[config.mk]
export PLATFORM = sky130hd
export DESIGN_NAME = fgr_ctrl
export DESIGN_NICKNAME = d
export VERILOG_FILES = /design/src/verilog/fgr_pkg.sv /design/src/verilog/fgr_timer.sv /design/src/verilog/fgr_ctrl.sv
export VERILOG_INCLUDE_DIRS = /design/src /design/src/verilog
export SDC_FILE = /design/constraint.sdc
export NUM_CORES = 1
export LEC_CHECK = 0
export BUFFER_PORTS_ARGS = -buffer_cell sky130_fd_sc_hd__clkbuf_2
export CORE_ASPECT_RATIO = 1.25
export CORE_MARGIN = 2
export CORE_UTILIZATION = 35
export DETAILED_ROUTE_END_ITERATION = 6
export PLACE_DENSITY = 0.53
export SLEW_MARGIN = 20
export SYNTH_ARGS = -nofsm -noshare
export SYNTH_HDL_FRONTEND = slang
export SYNTH_SLANG_ARGS = --single-unit
[constraint.sdc]
create_clock -name ref_clk_in -period 9.7 [get_ports ref_clk_in]
set_input_delay 0.97 -clock ref_clk_in [delete_from_list [all_inputs] [get_ports ref_clk_in]]
set_output_delay 0.97 -clock ref_clk_in [all_outputs]
set_load 0.1 [all_outputs]
[src/verilog/fgr_defines.svh]
// constants of the fine granularity refresh controller
// Overview of operation
// - single refresh every base interval, single cycle time
// - faster rates shorten interval; hot halves it again
// - base interval 7.8 us; cycle 260/160/110 ns
// - fixed mode issues only its own refresh type
// - on-the-fly mixes single with its fast type only
// - new rate timing applies from the change onward
// - double count even before rate-changing mode write
// - even double refreshes between two single refreshes
// - quad count multiple of four before rate change
// - quad refreshes between singles multiple of four
// - fixed/on-the-fly switch at same rate is no change
// - temperature controlled refresh only with fixed single rate
// - unbalanced double count: one single or two doubles after exit
// - unbalanced quad count: one single or four quads after exit
// - extra refreshes after exit not counted in interval
`ifndef FGR_DEFINES_SVH
`define FGR_DEFINES_SVH
// timing, in ns, and cycle conversions at the core clock
`define FGR_CLK_PERIOD_NS 10
`define FGR_AVG_REFRESH_INTERVAL_BASE_NS 7800
`define FGR_TRFC1_NS 260
`define FGR_TRFC2_NS 160
`define FGR_TRFC4_NS 110
`define FGR_AVG_REFRESH_INTERVAL_CYC (`FGR_AVG_REFRESH_INTERVAL_BASE_NS / `FGR_CLK_PERIOD_NS)
`define FGR_CEIL_CYC(ns) (((ns) + `FGR_CLK_PERIOD_NS - 1) / `FGR_CLK_PERIOD_NS)
`define FGR_CMD_WAIT_CYC 24
`define FGR_OWED_MAX 4'h8
// register word offsets
`define FGR_REG_CTRL 2'h0
`define FGR_REG_MODE 2'h1
`define FGR_REG_CMD 2'h2
`define FGR_REG_STAT 2'h3
// control fields and reset values
`define FGR_CTRL_REF_EN 0
`define FGR_CTRL_TEMP_HI 1
`define FGR_CTRL_TCR 2
`define FGR_CTRL_OTF_FAST 3
`define FGR_CTRL_RESET 4'h1
`define FGR_MODE_RESET 3'h0
`define FGR_MODE_PEND 8
// command fields
`define FGR_CMDREG_SRE 0
`define FGR_CMDREG_SRX 1
// status fields (lsb positions)
`define FGR_STAT_STATE 0
`define FGR_STAT_FAST 2
`define FGR_STAT_OWED 4
`define FGR_STAT_EXTRA 8
`define FGR_STAT_SELF 12
`define FGR_STAT_ERR_RSV 16
`define FGR_STAT_ERR_TCR 17
`endif

[src/verilog/fgr_pkg.sv]
// types of the fine granularity refresh controller
package fgr_pkg;
    typedef enum logic [1:0] {
        FGR_RATE_1X = 2'h0,
        FGR_RATE_2X = 2'h1,
        FGR_RATE_4X = 2'h2,
        FGR_RATE_RSV = 2'h3
    } fgr_rate_t;
    typedef enum logic [2:0] {
        FGR_MODE_FIXED1X = 3'h0,
        FGR_MODE_FIXED2X = 3'h1,
        FGR_MODE_FIXED4X = 3'h2,
        FGR_MODE_OTF2X = 3'h5,
        FGR_MODE_OTF4X = 3'h6
    } fgr_mode_t;
    typedef enum logic [1:0] {
        FGR_CMD_REF = 2'h0,
        FGR_CMD_MRS = 2'h1,
        FGR_CMD_SRE = 2'h2,
        FGR_CMD_SRX = 2'h3
    } fgr_cmd_t;
    typedef enum logic [1:0] {
        FGR_ST_IDLE = 2'b00,
        FGR_ST_REF = 2'b01,
        FGR_ST_WAIT = 2'b11,
        FGR_ST_SELF = 2'b10
    } fgr_state_t;
    // fast refresh count balanced for the given rate
    function automatic logic fgr_balanced(input fgr_rate_t rate, input logic [1:0] cnt);
        return (rate == FGR_RATE_2X) ? ~cnt[0] : (rate == FGR_RATE_4X) ? (cnt == 2'h0) : 1'b1;
    endfunction : fgr_balanced
    // rate pattern is one of the five defined modes
    function automatic logic fgr_mode_legal(input logic [2:0] m);
        return (m == FGR_MODE_FIXED1X) || (m == FGR_MODE_FIXED2X) || (m == FGR_MODE_FIXED4X) ||
            (m == FGR_MODE_OTF2X) || (m == FGR_MODE_OTF4X);
    endfunction : fgr_mode_legal
endpackage : fgr_pkg

[src/verilog/fgr_timer.sv]
// loadable down counter used for refresh interval and cycle waits
`timescale 1ns/1ps
`default_nettype none
module fgr_timer #(
    parameter int WIDTH = 10
) (
    // clock and reset
    input wire logic ref_clk_in,
    input wire logic rst_n_in,
    // control
    input wire logic load_in,
    input wire logic [WIDTH-1:0] load_val_in,
    // state
    output logic zero_out
);
    logic [WIDTH-1:0] count;
    logic [WIDTH-1:0] next_count;

    // load wins, otherwise count down to zero and hold
    always_comb begin
        next_count = count;
        if (load_in) begin
            next_count = load_val_in;
        end else if (count != '0) begin
            next_count = count - 1'b1;
        end
    end

    // count register
    always_ff @(posedge ref_clk_in or negedge rst_n_in) begin
        if (!rst_n_in) begin
            count <= '0;
        end else begin
            count <= next_count;
        end
    end

    assign zero_out = (count == '0);
endmodule : fgr_timer
`default_nettype wire

[src/verilog/fgr_ctrl.sv]
// refresh scheduler that drives a ddr4 device with fine granularity refresh
`timescale 1ns/1ps
`default_nettype none
`include "fgr_defines.svh"
module fgr_ctrl #(
    parameter int AVG_REFRESH_INTERVAL_CYC = `FGR_AVG_REFRESH_INTERVAL_CYC,
    parameter int CMD_WAIT_CYC = `FGR_CMD_WAIT_CYC
) (
    // clock and reset
    input wire logic ref_clk_in,
    input wire logic rst_n_in,
    // avalon-mm slave
    input wire logic [1:0] avs_address_in,
    input wire logic avs_read_in,
    input wire logic avs_write_in,
    input wire logic [31:0] avs_writedata_in,
    output logic [31:0] avs_readdata_out,
    output logic avs_waitrequest_out,
    // device command side
    output logic dev_cmd_valid_out,
    output var fgr_pkg::fgr_cmd_t dev_cmd_out,
    output logic bank_group_bit_zero_out,
    output logic [2:0] training_refresh_mode_reg_out,
    output logic temp_controlled_refresh_out
);
    import fgr_pkg::*;

    localparam int IV_W = $clog2(AVG_REFRESH_INTERVAL_CYC + 1);
    localparam int CYC_W = 8;
    localparam int RFC1_CYC = `FGR_CEIL_CYC(`FGR_TRFC1_NS);
    localparam int RFC2_CYC = `FGR_CEIL_CYC(`FGR_TRFC2_NS);
    localparam int RFC4_CYC = `FGR_CEIL_CYC(`FGR_TRFC4_NS);

    logic [3:0] ctrl, next_ctrl;
    logic [2:0] mode_cur, next_mode_cur, mode_new, next_mode_new;
    logic mode_pend, next_mode_pend, sre_pend, next_sre_pend, srx_pend, next_srx_pend;
    logic err_rsv, next_err_rsv, err_tcr, next_err_tcr;
    logic [1:0] fast_cnt, next_fast_cnt;
    logic [3:0] owed, next_owed;
    logic [2:0] extra_cnt, next_extra_cnt;
    fgr_state_t state, next_state;
    fgr_rate_t ref_kind, next_ref_kind, last_kind, next_last_kind, ref_k, rate_cur;
    logic cmd_valid, next_cmd_valid, bg0, next_bg0;
    fgr_cmd_t cmd, next_cmd;
    logic [2:0] mr_bits, next_mr_bits;
    logic [31:0] rdata, next_rdata;
    logic rd_valid, next_rd_valid;
    logic iv_zero, iv_load, cyc_zero, cyc_load, issue_ref, take_owed;
    logic otf, bal, rate_chg, tick, wr_ctrl, wr_mode, wr_cmd, wr_stat;
    logic [IV_W-1:0] iv_val;
    logic [CYC_W-1:0] cyc_val;

    // refresh cycle time of a refresh type, less the issue cycle
    function automatic logic [CYC_W-1:0] rfc_of(input fgr_rate_t k);
        return (k == FGR_RATE_2X) ? CYC_W'(RFC2_CYC - 1) :
            (k == FGR_RATE_4X) ? CYC_W'(RFC4_CYC - 1) : CYC_W'(RFC1_CYC - 1);
    endfunction : rfc_of

    // average interval of a refresh type, halved again when hot
    function automatic logic [IV_W-1:0] iv_of(input fgr_rate_t k, input logic hot);
        int s;
        s = ((k == FGR_RATE_2X) ? 1 : (k == FGR_RATE_4X) ? 2 : 0) + (hot ? 1 : 0);
        return IV_W'((AVG_REFRESH_INTERVAL_CYC >> s) - 1);
    endfunction : iv_of

    // interval and cycle timers
    fgr_timer #(.WIDTH(IV_W)) u_iv (
        .ref_clk_in(ref_clk_in),
        .rst_n_in(rst_n_in),
        .load_in(iv_load),
        .load_val_in(iv_val),
        .zero_out(iv_zero)
    );
    fgr_timer #(.WIDTH(CYC_W)) u_cyc (
        .ref_clk_in(ref_clk_in),
        .rst_n_in(rst_n_in),
        .load_in(cyc_load),
        .load_val_in(cyc_val),
        .zero_out(cyc_zero)
    );

    // decode of the programmed mode and bus strobes
    assign rate_cur = fgr_rate_t'(mode_cur[1:0]);
    assign otf = mode_cur[2];
    assign bal = fgr_balanced(rate_cur, fast_cnt);
    assign rate_chg = (mode_new[1:0] != mode_cur[1:0]);
    assign tick = iv_zero && ctrl[`FGR_CTRL_REF_EN] && (state != FGR_ST_SELF);
    assign wr_ctrl = avs_write_in && (avs_address_in == `FGR_REG_CTRL);
    assign wr_mode = avs_write_in && (avs_address_in == `FGR_REG_MODE);
    assign wr_cmd = avs_write_in && (avs_address_in == `FGR_REG_CMD);
    assign wr_stat = avs_write_in && (avs_address_in == `FGR_REG_STAT);

    // register writes, scheduling and command issue
    always_comb begin
        next_ctrl = ctrl;
        next_mode_cur = mode_cur;
        next_mode_new = mode_new;
        next_mode_pend = mode_pend;
        next_sre_pend = sre_pend;
        next_srx_pend = srx_pend;
        next_err_rsv = err_rsv;
        next_err_tcr = err_tcr;
        next_fast_cnt = fast_cnt;
        next_owed = owed;
        next_extra_cnt = extra_cnt;
        next_state = state;
        next_ref_kind = ref_kind;
        next_last_kind = last_kind;
        next_cmd_valid = 1'b0;
        next_cmd = cmd;
        next_bg0 = bg0;
        next_mr_bits = mr_bits;
        iv_load = iv_zero;
        cyc_load = 1'b0;
        cyc_val = '0;
        issue_ref = 1'b0;
        take_owed = 1'b0;
        ref_k = rate_cur;
        // error flags clear on write of one; sets below win
        if (wr_stat) begin
            next_err_rsv = err_rsv & ~avs_writedata_in[`FGR_STAT_ERR_RSV];
            next_err_tcr = err_tcr & ~avs_writedata_in[`FGR_STAT_ERR_TCR];
        end
        if (wr_ctrl) begin
            next_ctrl = avs_writedata_in[3:0];
            if (avs_writedata_in[`FGR_CTRL_TCR] && ((mode_cur != FGR_MODE_FIXED1X) || mode_pend)) begin
                next_ctrl[`FGR_CTRL_TCR] = 1'b0;
                next_err_tcr = 1'b1;
            end
        end
        if (wr_mode && !mode_pend) begin
            if (!fgr_mode_legal(avs_writedata_in[2:0])) begin
                next_err_rsv = 1'b1;
            end else if (ctrl[`FGR_CTRL_TCR] && (avs_writedata_in[2:0] != FGR_MODE_FIXED1X)) begin
                next_err_tcr = 1'b1;
            end else begin
                next_mode_new = avs_writedata_in[2:0];
                next_mode_pend = 1'b1;
            end
        end
        if (wr_cmd && avs_writedata_in[`FGR_CMDREG_SRE] && (state != FGR_ST_SELF)) begin
            next_sre_pend = 1'b1;
        end
        if (wr_cmd && avs_writedata_in[`FGR_CMDREG_SRX] && (state == FGR_ST_SELF)) begin
            next_srx_pend = 1'b1;
        end
        unique case (state)
            FGR_ST_IDLE: begin
                if (extra_cnt != 3'h0) begin
                    // post-exit top-up, outside the interval accounting
                    issue_ref = 1'b1;
                    ref_k = otf ? FGR_RATE_1X : rate_cur;
                    next_extra_cnt = extra_cnt - 3'h1;
                end else if (mode_pend) begin
                    if (bal || !rate_chg) begin
                        next_cmd_valid = 1'b1;
                        next_cmd = FGR_CMD_MRS;
                        next_mr_bits = mode_new;
                        next_mode_cur = mode_new;
                        next_mode_pend = 1'b0;
                        next_fast_cnt = 2'h0;
                        next_last_kind = fgr_rate_t'(mode_new[1:0]);
                        iv_load = 1'b1;
                        cyc_load = 1'b1;
                        cyc_val = CYC_W'(CMD_WAIT_CYC - 1);
                        next_state = FGR_ST_WAIT;
                    end else begin
                        // balance the fast count before the rate changes
                        issue_ref = 1'b1;
                    end
                end else if (sre_pend) begin
                    next_cmd_valid = 1'b1;
                    next_cmd = FGR_CMD_SRE;
                    next_sre_pend = 1'b0;
                    next_state = FGR_ST_SELF;
                end else if ((owed != 4'h0) && ctrl[`FGR_CTRL_REF_EN]) begin
                    issue_ref = 1'b1;
                    take_owed = 1'b1;
                    // single only while the fast count is balanced
                    if (otf && !ctrl[`FGR_CTRL_OTF_FAST] && bal) begin
                        ref_k = FGR_RATE_1X;
                    end else begin
                        ref_k = rate_cur;
                    end
                end
            end
            FGR_ST_REF, FGR_ST_WAIT: begin
                if (cyc_zero) begin
                    next_state = FGR_ST_IDLE;
                end
            end
            FGR_ST_SELF: begin
                if (srx_pend) begin
                    next_cmd_valid = 1'b1;
                    next_cmd = FGR_CMD_SRX;
                    next_srx_pend = 1'b0;
                    if (!bal) begin
                        next_extra_cnt = otf ? 3'h1 : (rate_cur == FGR_RATE_2X) ? 3'h2 : 3'h4;
                    end
                    next_fast_cnt = 2'h0;
                    iv_load = 1'b1;
                    cyc_load = 1'b1;
                    cyc_val = CYC_W'(CMD_WAIT_CYC - 1);
                    next_state = FGR_ST_WAIT;
                end
            end
        endcase
        if (issue_ref) begin
            next_cmd_valid = 1'b1;
            next_cmd = FGR_CMD_REF;
            next_ref_kind = ref_k;
            next_bg0 = otf && (ref_k != FGR_RATE_1X);
            next_fast_cnt = (ref_k == FGR_RATE_1X) ? 2'h0 : fast_cnt + 2'h1;
            next_last_kind = ref_k;
            if (ref_k != last_kind) begin
                iv_load = 1'b1;
            end
            cyc_load = 1'b1;
            cyc_val = rfc_of(ref_k);
            next_state = FGR_ST_REF;
        end
        // owed refreshes: a tick in the same cycle as a take is kept
        if (take_owed) begin
            next_owed = owed - 4'h1;
        end
        if (tick && (next_owed != `FGR_OWED_MAX)) begin
            next_owed = next_owed + 4'h1;
        end
        if (next_cmd_valid && (next_cmd == FGR_CMD_SRE)) begin
            next_owed = 4'h0;
        end
        iv_val = iv_of(next_last_kind, ctrl[`FGR_CTRL_TEMP_HI]);
    end

    // control registers
    always_ff @(posedge ref_clk_in or negedge rst_n_in) begin
        if (!rst_n_in) begin
            ctrl <= `FGR_CTRL_RESET;
            mode_cur <= `FGR_MODE_RESET;
            mode_new <= `FGR_MODE_RESET;
            mode_pend <= 1'b0;
            sre_pend <= 1'b0;
            srx_pend <= 1'b0;
            err_rsv <= 1'b0;
            err_tcr <= 1'b0;
            fast_cnt <= 2'h0;
            owed <= 4'h0;
            extra_cnt <= 3'h0;
            state <= FGR_ST_IDLE;
            ref_kind <= FGR_RATE_1X;
            last_kind <= FGR_RATE_1X;
            cmd_valid <= 1'b0;
            cmd <= FGR_CMD_REF;
            bg0 <= 1'b0;
            mr_bits <= `FGR_MODE_RESET;
        end else begin
            ctrl <= next_ctrl;
            mode_cur <= next_mode_cur;
            mode_new <= next_mode_new;
            mode_pend <= next_mode_pend;
            sre_pend <= next_sre_pend;
            srx_pend <= next_srx_pend;
            err_rsv <= next_err_rsv;
            err_tcr <= next_err_tcr;
            fast_cnt <= next_fast_cnt;
            owed <= next_owed;
            extra_cnt <= next_extra_cnt;
            state <= next_state;
            ref_kind <= next_ref_kind;
            last_kind <= next_last_kind;
            cmd_valid <= next_cmd_valid;
            cmd <= next_cmd;
            bg0 <= next_bg0;
            mr_bits <= next_mr_bits;
        end
    end

    // read data, one wait cycle per read
    always_comb begin
        next_rdata = rdata;
        next_rd_valid = avs_read_in && !rd_valid;
        if (avs_read_in && !rd_valid) begin
            next_rdata = 32'h0;
            unique case (avs_address_in)
                `FGR_REG_CTRL: next_rdata[3:0] = ctrl;
                `FGR_REG_MODE: begin
                    next_rdata[2:0] = mode_cur;
                    next_rdata[`FGR_MODE_PEND] = mode_pend;
                end
                `FGR_REG_CMD: begin
                    next_rdata[`FGR_CMDREG_SRE] = sre_pend;
                    next_rdata[`FGR_CMDREG_SRX] = srx_pend;
                end
                `FGR_REG_STAT: begin
                    next_rdata[`FGR_STAT_STATE +: 2] = state;
                    next_rdata[`FGR_STAT_FAST +: 2] = fast_cnt;
                    next_rdata[`FGR_STAT_OWED +: 4] = owed;
                    next_rdata[`FGR_STAT_EXTRA +: 3] = extra_cnt;
                    next_rdata[`FGR_STAT_SELF] = (state == FGR_ST_SELF);
                    next_rdata[`FGR_STAT_ERR_RSV] = err_rsv;
                    next_rdata[`FGR_STAT_ERR_TCR] = err_tcr;
                end
            endcase
        end
    end

    // read data registers
    always_ff @(posedge ref_clk_in or negedge rst_n_in) begin
        if (!rst_n_in) begin
            rdata <= 32'h0;
            rd_valid <= 1'b0;
        end else begin
            rdata <= next_rdata;
            rd_valid <= next_rd_valid;
        end
    end

    // outputs
    assign avs_readdata_out = rdata;
    assign avs_waitrequest_out = avs_read_in && !rd_valid;
    assign dev_cmd_valid_out = cmd_valid;
    assign dev_cmd_out = cmd;
    assign bank_group_bit_zero_out = bg0;
    assign training_refresh_mode_reg_out = mr_bits;
    assign temp_controlled_refresh_out = ctrl[`FGR_CTRL_TCR];

    // helper: cycles since the last command and the spacing it demands
    logic [CYC_W-1:0] gap, req;
    always_ff @(posedge ref_clk_in or negedge rst_n_in) begin
        if (!rst_n_in) begin
            gap <= '1;
            req <= '0;
        end else begin
            gap <= cmd_valid ? CYC_W'(1) : ((gap == '1) ? gap : gap + 1'b1);
            if (cmd_valid) begin
                req <= (cmd == FGR_CMD_REF) ? rfc_of(ref_kind) + 1'b1 : CYC_W'(0);
            end
        end
    end
endmodule : fgr_ctrl
`default_nettype wire

==> run_results.csv <==
group,metric,value,unit
critical_path,r2r_cells,18,
die,die_y,126,um
clock_network,cts_max_path_buffers,2,
clock_network,numCtsBuffers,9,
die,die_w,101,um
worst_hold_path,hold_depth,2,
critical_path,crit_start,"owed[0]",
routing,drtIter0Drc,186,
worst_hold_path,hold_path.class,"reg2reg",
clock_network,post-cts-setup-buffer-count,0,
critical_path,r2r_end,"u_iv.count[9]",
clock_network,hold_buffers,0,
power_and_ir_drop,pwr-share-comb,46.7,%
finish,nNetsFinal,536,
global_routing,grtUsageTotal,15.3,%
finish,instances_no_fill,618,
clock_network,cts_resized,0,
place,numPortBuffers,34,
timing,fin_skew,0.00694,ns
routing,detail_route.wl_per_cell,14.6,um
place,placed_cell_area,4340,um2
global_routing,grt.overflow.total,0,
outcome,outcome,"finished clean",
critical_path,worstPathRequired,9.92,ns
routing,vias,3173,
die,dieArea,12700,um2
finish,n_antenna_cell,0,
worst_hold_path,min_from,"avs_readdata_out[4]",
global_routing,grtUsageMet2,25.4,%
synthesis,synthArstFlopShare,100,%
routing,ant_nets,0,
critical_path,rrSetupSlack,4.78,ns
finish,fillCellCount,1155,
timing,fin_setup_tns,0,ns
synthesis,synthesis.area,4140,um2
critical_path,critPathCaptureType,"register",
clock_network,cts_tree,"built",
global_routing,grt_pass1_vias,3092,
timing,worst_pin_slew,0.911,ns
critical_path,critPathKind,"reg2reg",
timing,layout_min_cycle_time,4.92,ns
power_and_ir_drop,p_sw_share,45.7,%
finish,layout_commonest_cell,"dfrtp_1",
critical_path,timing.rr.start,"owed[0]",
timing,fmax,0.203,GHz
global_routing,grt_pass1_wl,15.1,mm
clock_network,clk_pin_slew,0.05,ns
finish,area_growth,12.5,%
finish,postLayoutCellArea,4660,um2
clock_network,htreeDepth,3,
routing,drt-total-wl,9.05,mm
finish,final_cell_mix,"64 x dfrtp_1, 56 x nand2_1, 36 x nor2_1",
timing,hold_violations,0,
finish,utilization,40.3,%
synthesis,synth-main-ff-cell,"dfrtp_1",
global_routing,use_met1,18.9,%
place,placedCellCount,602,
clock_network,cts-root-buf,"clkbuf_16",
power_and_ir_drop,cellInternalPower,0.000850,W
die,core_area,11600,um2
power_and_ir_drop,power_density,336,nW/um2
timing,whs,0.477,ns
finish,drive_gt1_share,16.9,%
routing,viasPerCell,5.13,
place,routabilityCongestion,0.810,
synthesis,synth-seq-cells,65,
synthesis,yosysWarnings,0,
timing,slew_headroom,39.2,%
global_routing,antenna_found_initial,0,
critical_path,critPathCapture,"u_iv.count[9]",
power_and_ir_drop,seqPwrFrac,30.9,%
critical_path,path_max_fanout,22,
synthesis,yosys.cell_types.count,71,
power_and_ir_drop,ir_worst_vdd,0.142,mV
timing,fin_crit_sh,50.7,%
power_and_ir_drop,clkPwrFrac,22.4,%
critical_path,worst_ep_arrival_time,5.13,ns
routing,drt_pass1_iterations,6,
global_routing,grt_util_met3,4.27,%
critical_path,cp-start-kind,"register",
global_routing,grt.busiest_layer,"met2",
timing,drv_slew,0,
routing,drc,0,
synthesis,synth-edff-count,0,
global_routing,grt_max_degree,66,
synthesis,yosysSeqAreaShare,39.3,%
die,start_util,35.8,%
power_and_ir_drop,p_sw,0.000716,W
timing,rsz0062_at_grt,"false",
place,dp_hpwl,6.61,mm
synthesis,synth_area_per_cell,9.27,um2
power_and_ir_drop,p_leak,2.15,nW
flow_run,cap_violations,0,
clock_network,clkSinkCount,65,
synthesis,netlist_instances,447,
die,fp-row-count,44,
die,num_io_pins,79,
clock_network,insertion_delay,0.34,ns
timing,setup_viol,0,
## kinds of logic after synthesis
group	share of synthesized area, %
AO/OA/AOI/OAI	15.8
adder cells (fa/ha/maj)	6.94
buffers and inverters	7.61
AND/OR/NAND/NOR	20.9
multiplexers	4.77
other	0.0905
XOR/XNOR	4.65
flip-flops	39.3
## flip-flops by register name (all words and copies together) (netlist names), 2 cells and up
signal                         count
avs_readdata_out                  14
u_cyc.count                        8
mode_new                           3
last_kind                          2
extra_cnt                          3
fast_cnt                           2
state                              2
owed                               4
u_iv.count                        10
training_refresh_mode_reg_out      3
dev_cmd_out                        2
ctrl                               4
## power by group through the flow
| stage | sequential (W) | clock [W] | combinational [W] |
|---|---|---|---|
| after floorplan | 0.000581 | 0 | 0.000500 |
| after global placement | 0.000487 | 0 | 0.000723 |
| after detailed placement | 0.000488 | 0 | 0.000734 |
| after CTS | 0.000484 | 0.000362 | 0.000736 |
| after global routing | 0.000501 | 0.000376 | 0.000808 |
| final | 0.000483 | 0.000351 | 0.000732 |
## worst min path at each step
stage                           endpoint  slack (ns)
finish               avs_readdata_out[4]        0.48
global route        avs_readdata_out[16]        0.50
CTS                  avs_readdata_out[9]        0.48
floorplan                        err_tcr        0.45
detailed placement   avs_readdata_out[9]        0.47
global placement    avs_readdata_out[16]        0.46
## final cells by class
type                       count  area [um2]  area share (%)
clock buffer                  12         246            5.29
clock inverter                 4        76.3            1.64
inverter                      24        95.1            2.04
multi-input combinational    340        2260            48.6
sequential                    65        1630            34.9
tap                          138         173            3.70
timing repair buffer          35         178            3.81
## metrics by stage
stage,total power (W),setup WS [ns]
2_1_floorplan,0.00108,5.41
3_3_place_gp,0.00121,4.84
3_5_place_dp,0.00122,4.75
4_1_cts,0.00158,4.76
5_1_grt,0.00168,4.37
6_report,0.00157,4.78
## metal layers
layer,up-vias,share of wire [%]
li1,1572,-
met1,1524,44
met2,68,50
met3,9,4.4
met4,0,1.5
met5,-,0
## cell usage after synthesis, drive strengths merged, types with 4 or more instances
cell type,number,share of area [%]
nor3b,4,1.1
mux2i,7,1.8
nand2b,11,1.7
a31oi,5,0.91
buf,22,4.1
xnor2,14,3.0
a21oi,17,2.2
nand3,10,1.2
o21ai,30,3.9
o31ai,7,1.7
ha,23,6.9
nor4,4,0.75
xor2,8,1.7
nand2,56,5.1
clkbuf,13,1.2
nor2b,11,1.7
dfrtp,64,39
a21o,4,0.72
or3,4,0.60
nor2,37,3.5
nor3,11,1.4
nand3b,4,0.72
mux2,11,3.0
inv,23,2.1
## critical path, cell delays in order (launching register included)
cell and delay (ns):
dfrtp_1 0.40, inv_1 0.10, ha_1 0.16, or3b_4 0.39, a21o_1 0.23, o31ai_4 0.81, mux2i_1 0.34, ha_1 0.29
inv_1 0.10, nor4_1 0.33, a31oi_2 0.15, and2_1 0.29, a31oi_1 0.20, ha_1 0.18, inv_1 0.07, nor2_1 0.09
nand4_1 0.18, and3_1 0.22, o31a_1 0.26
No activity file was read; power rests on OpenSTA's default activity.
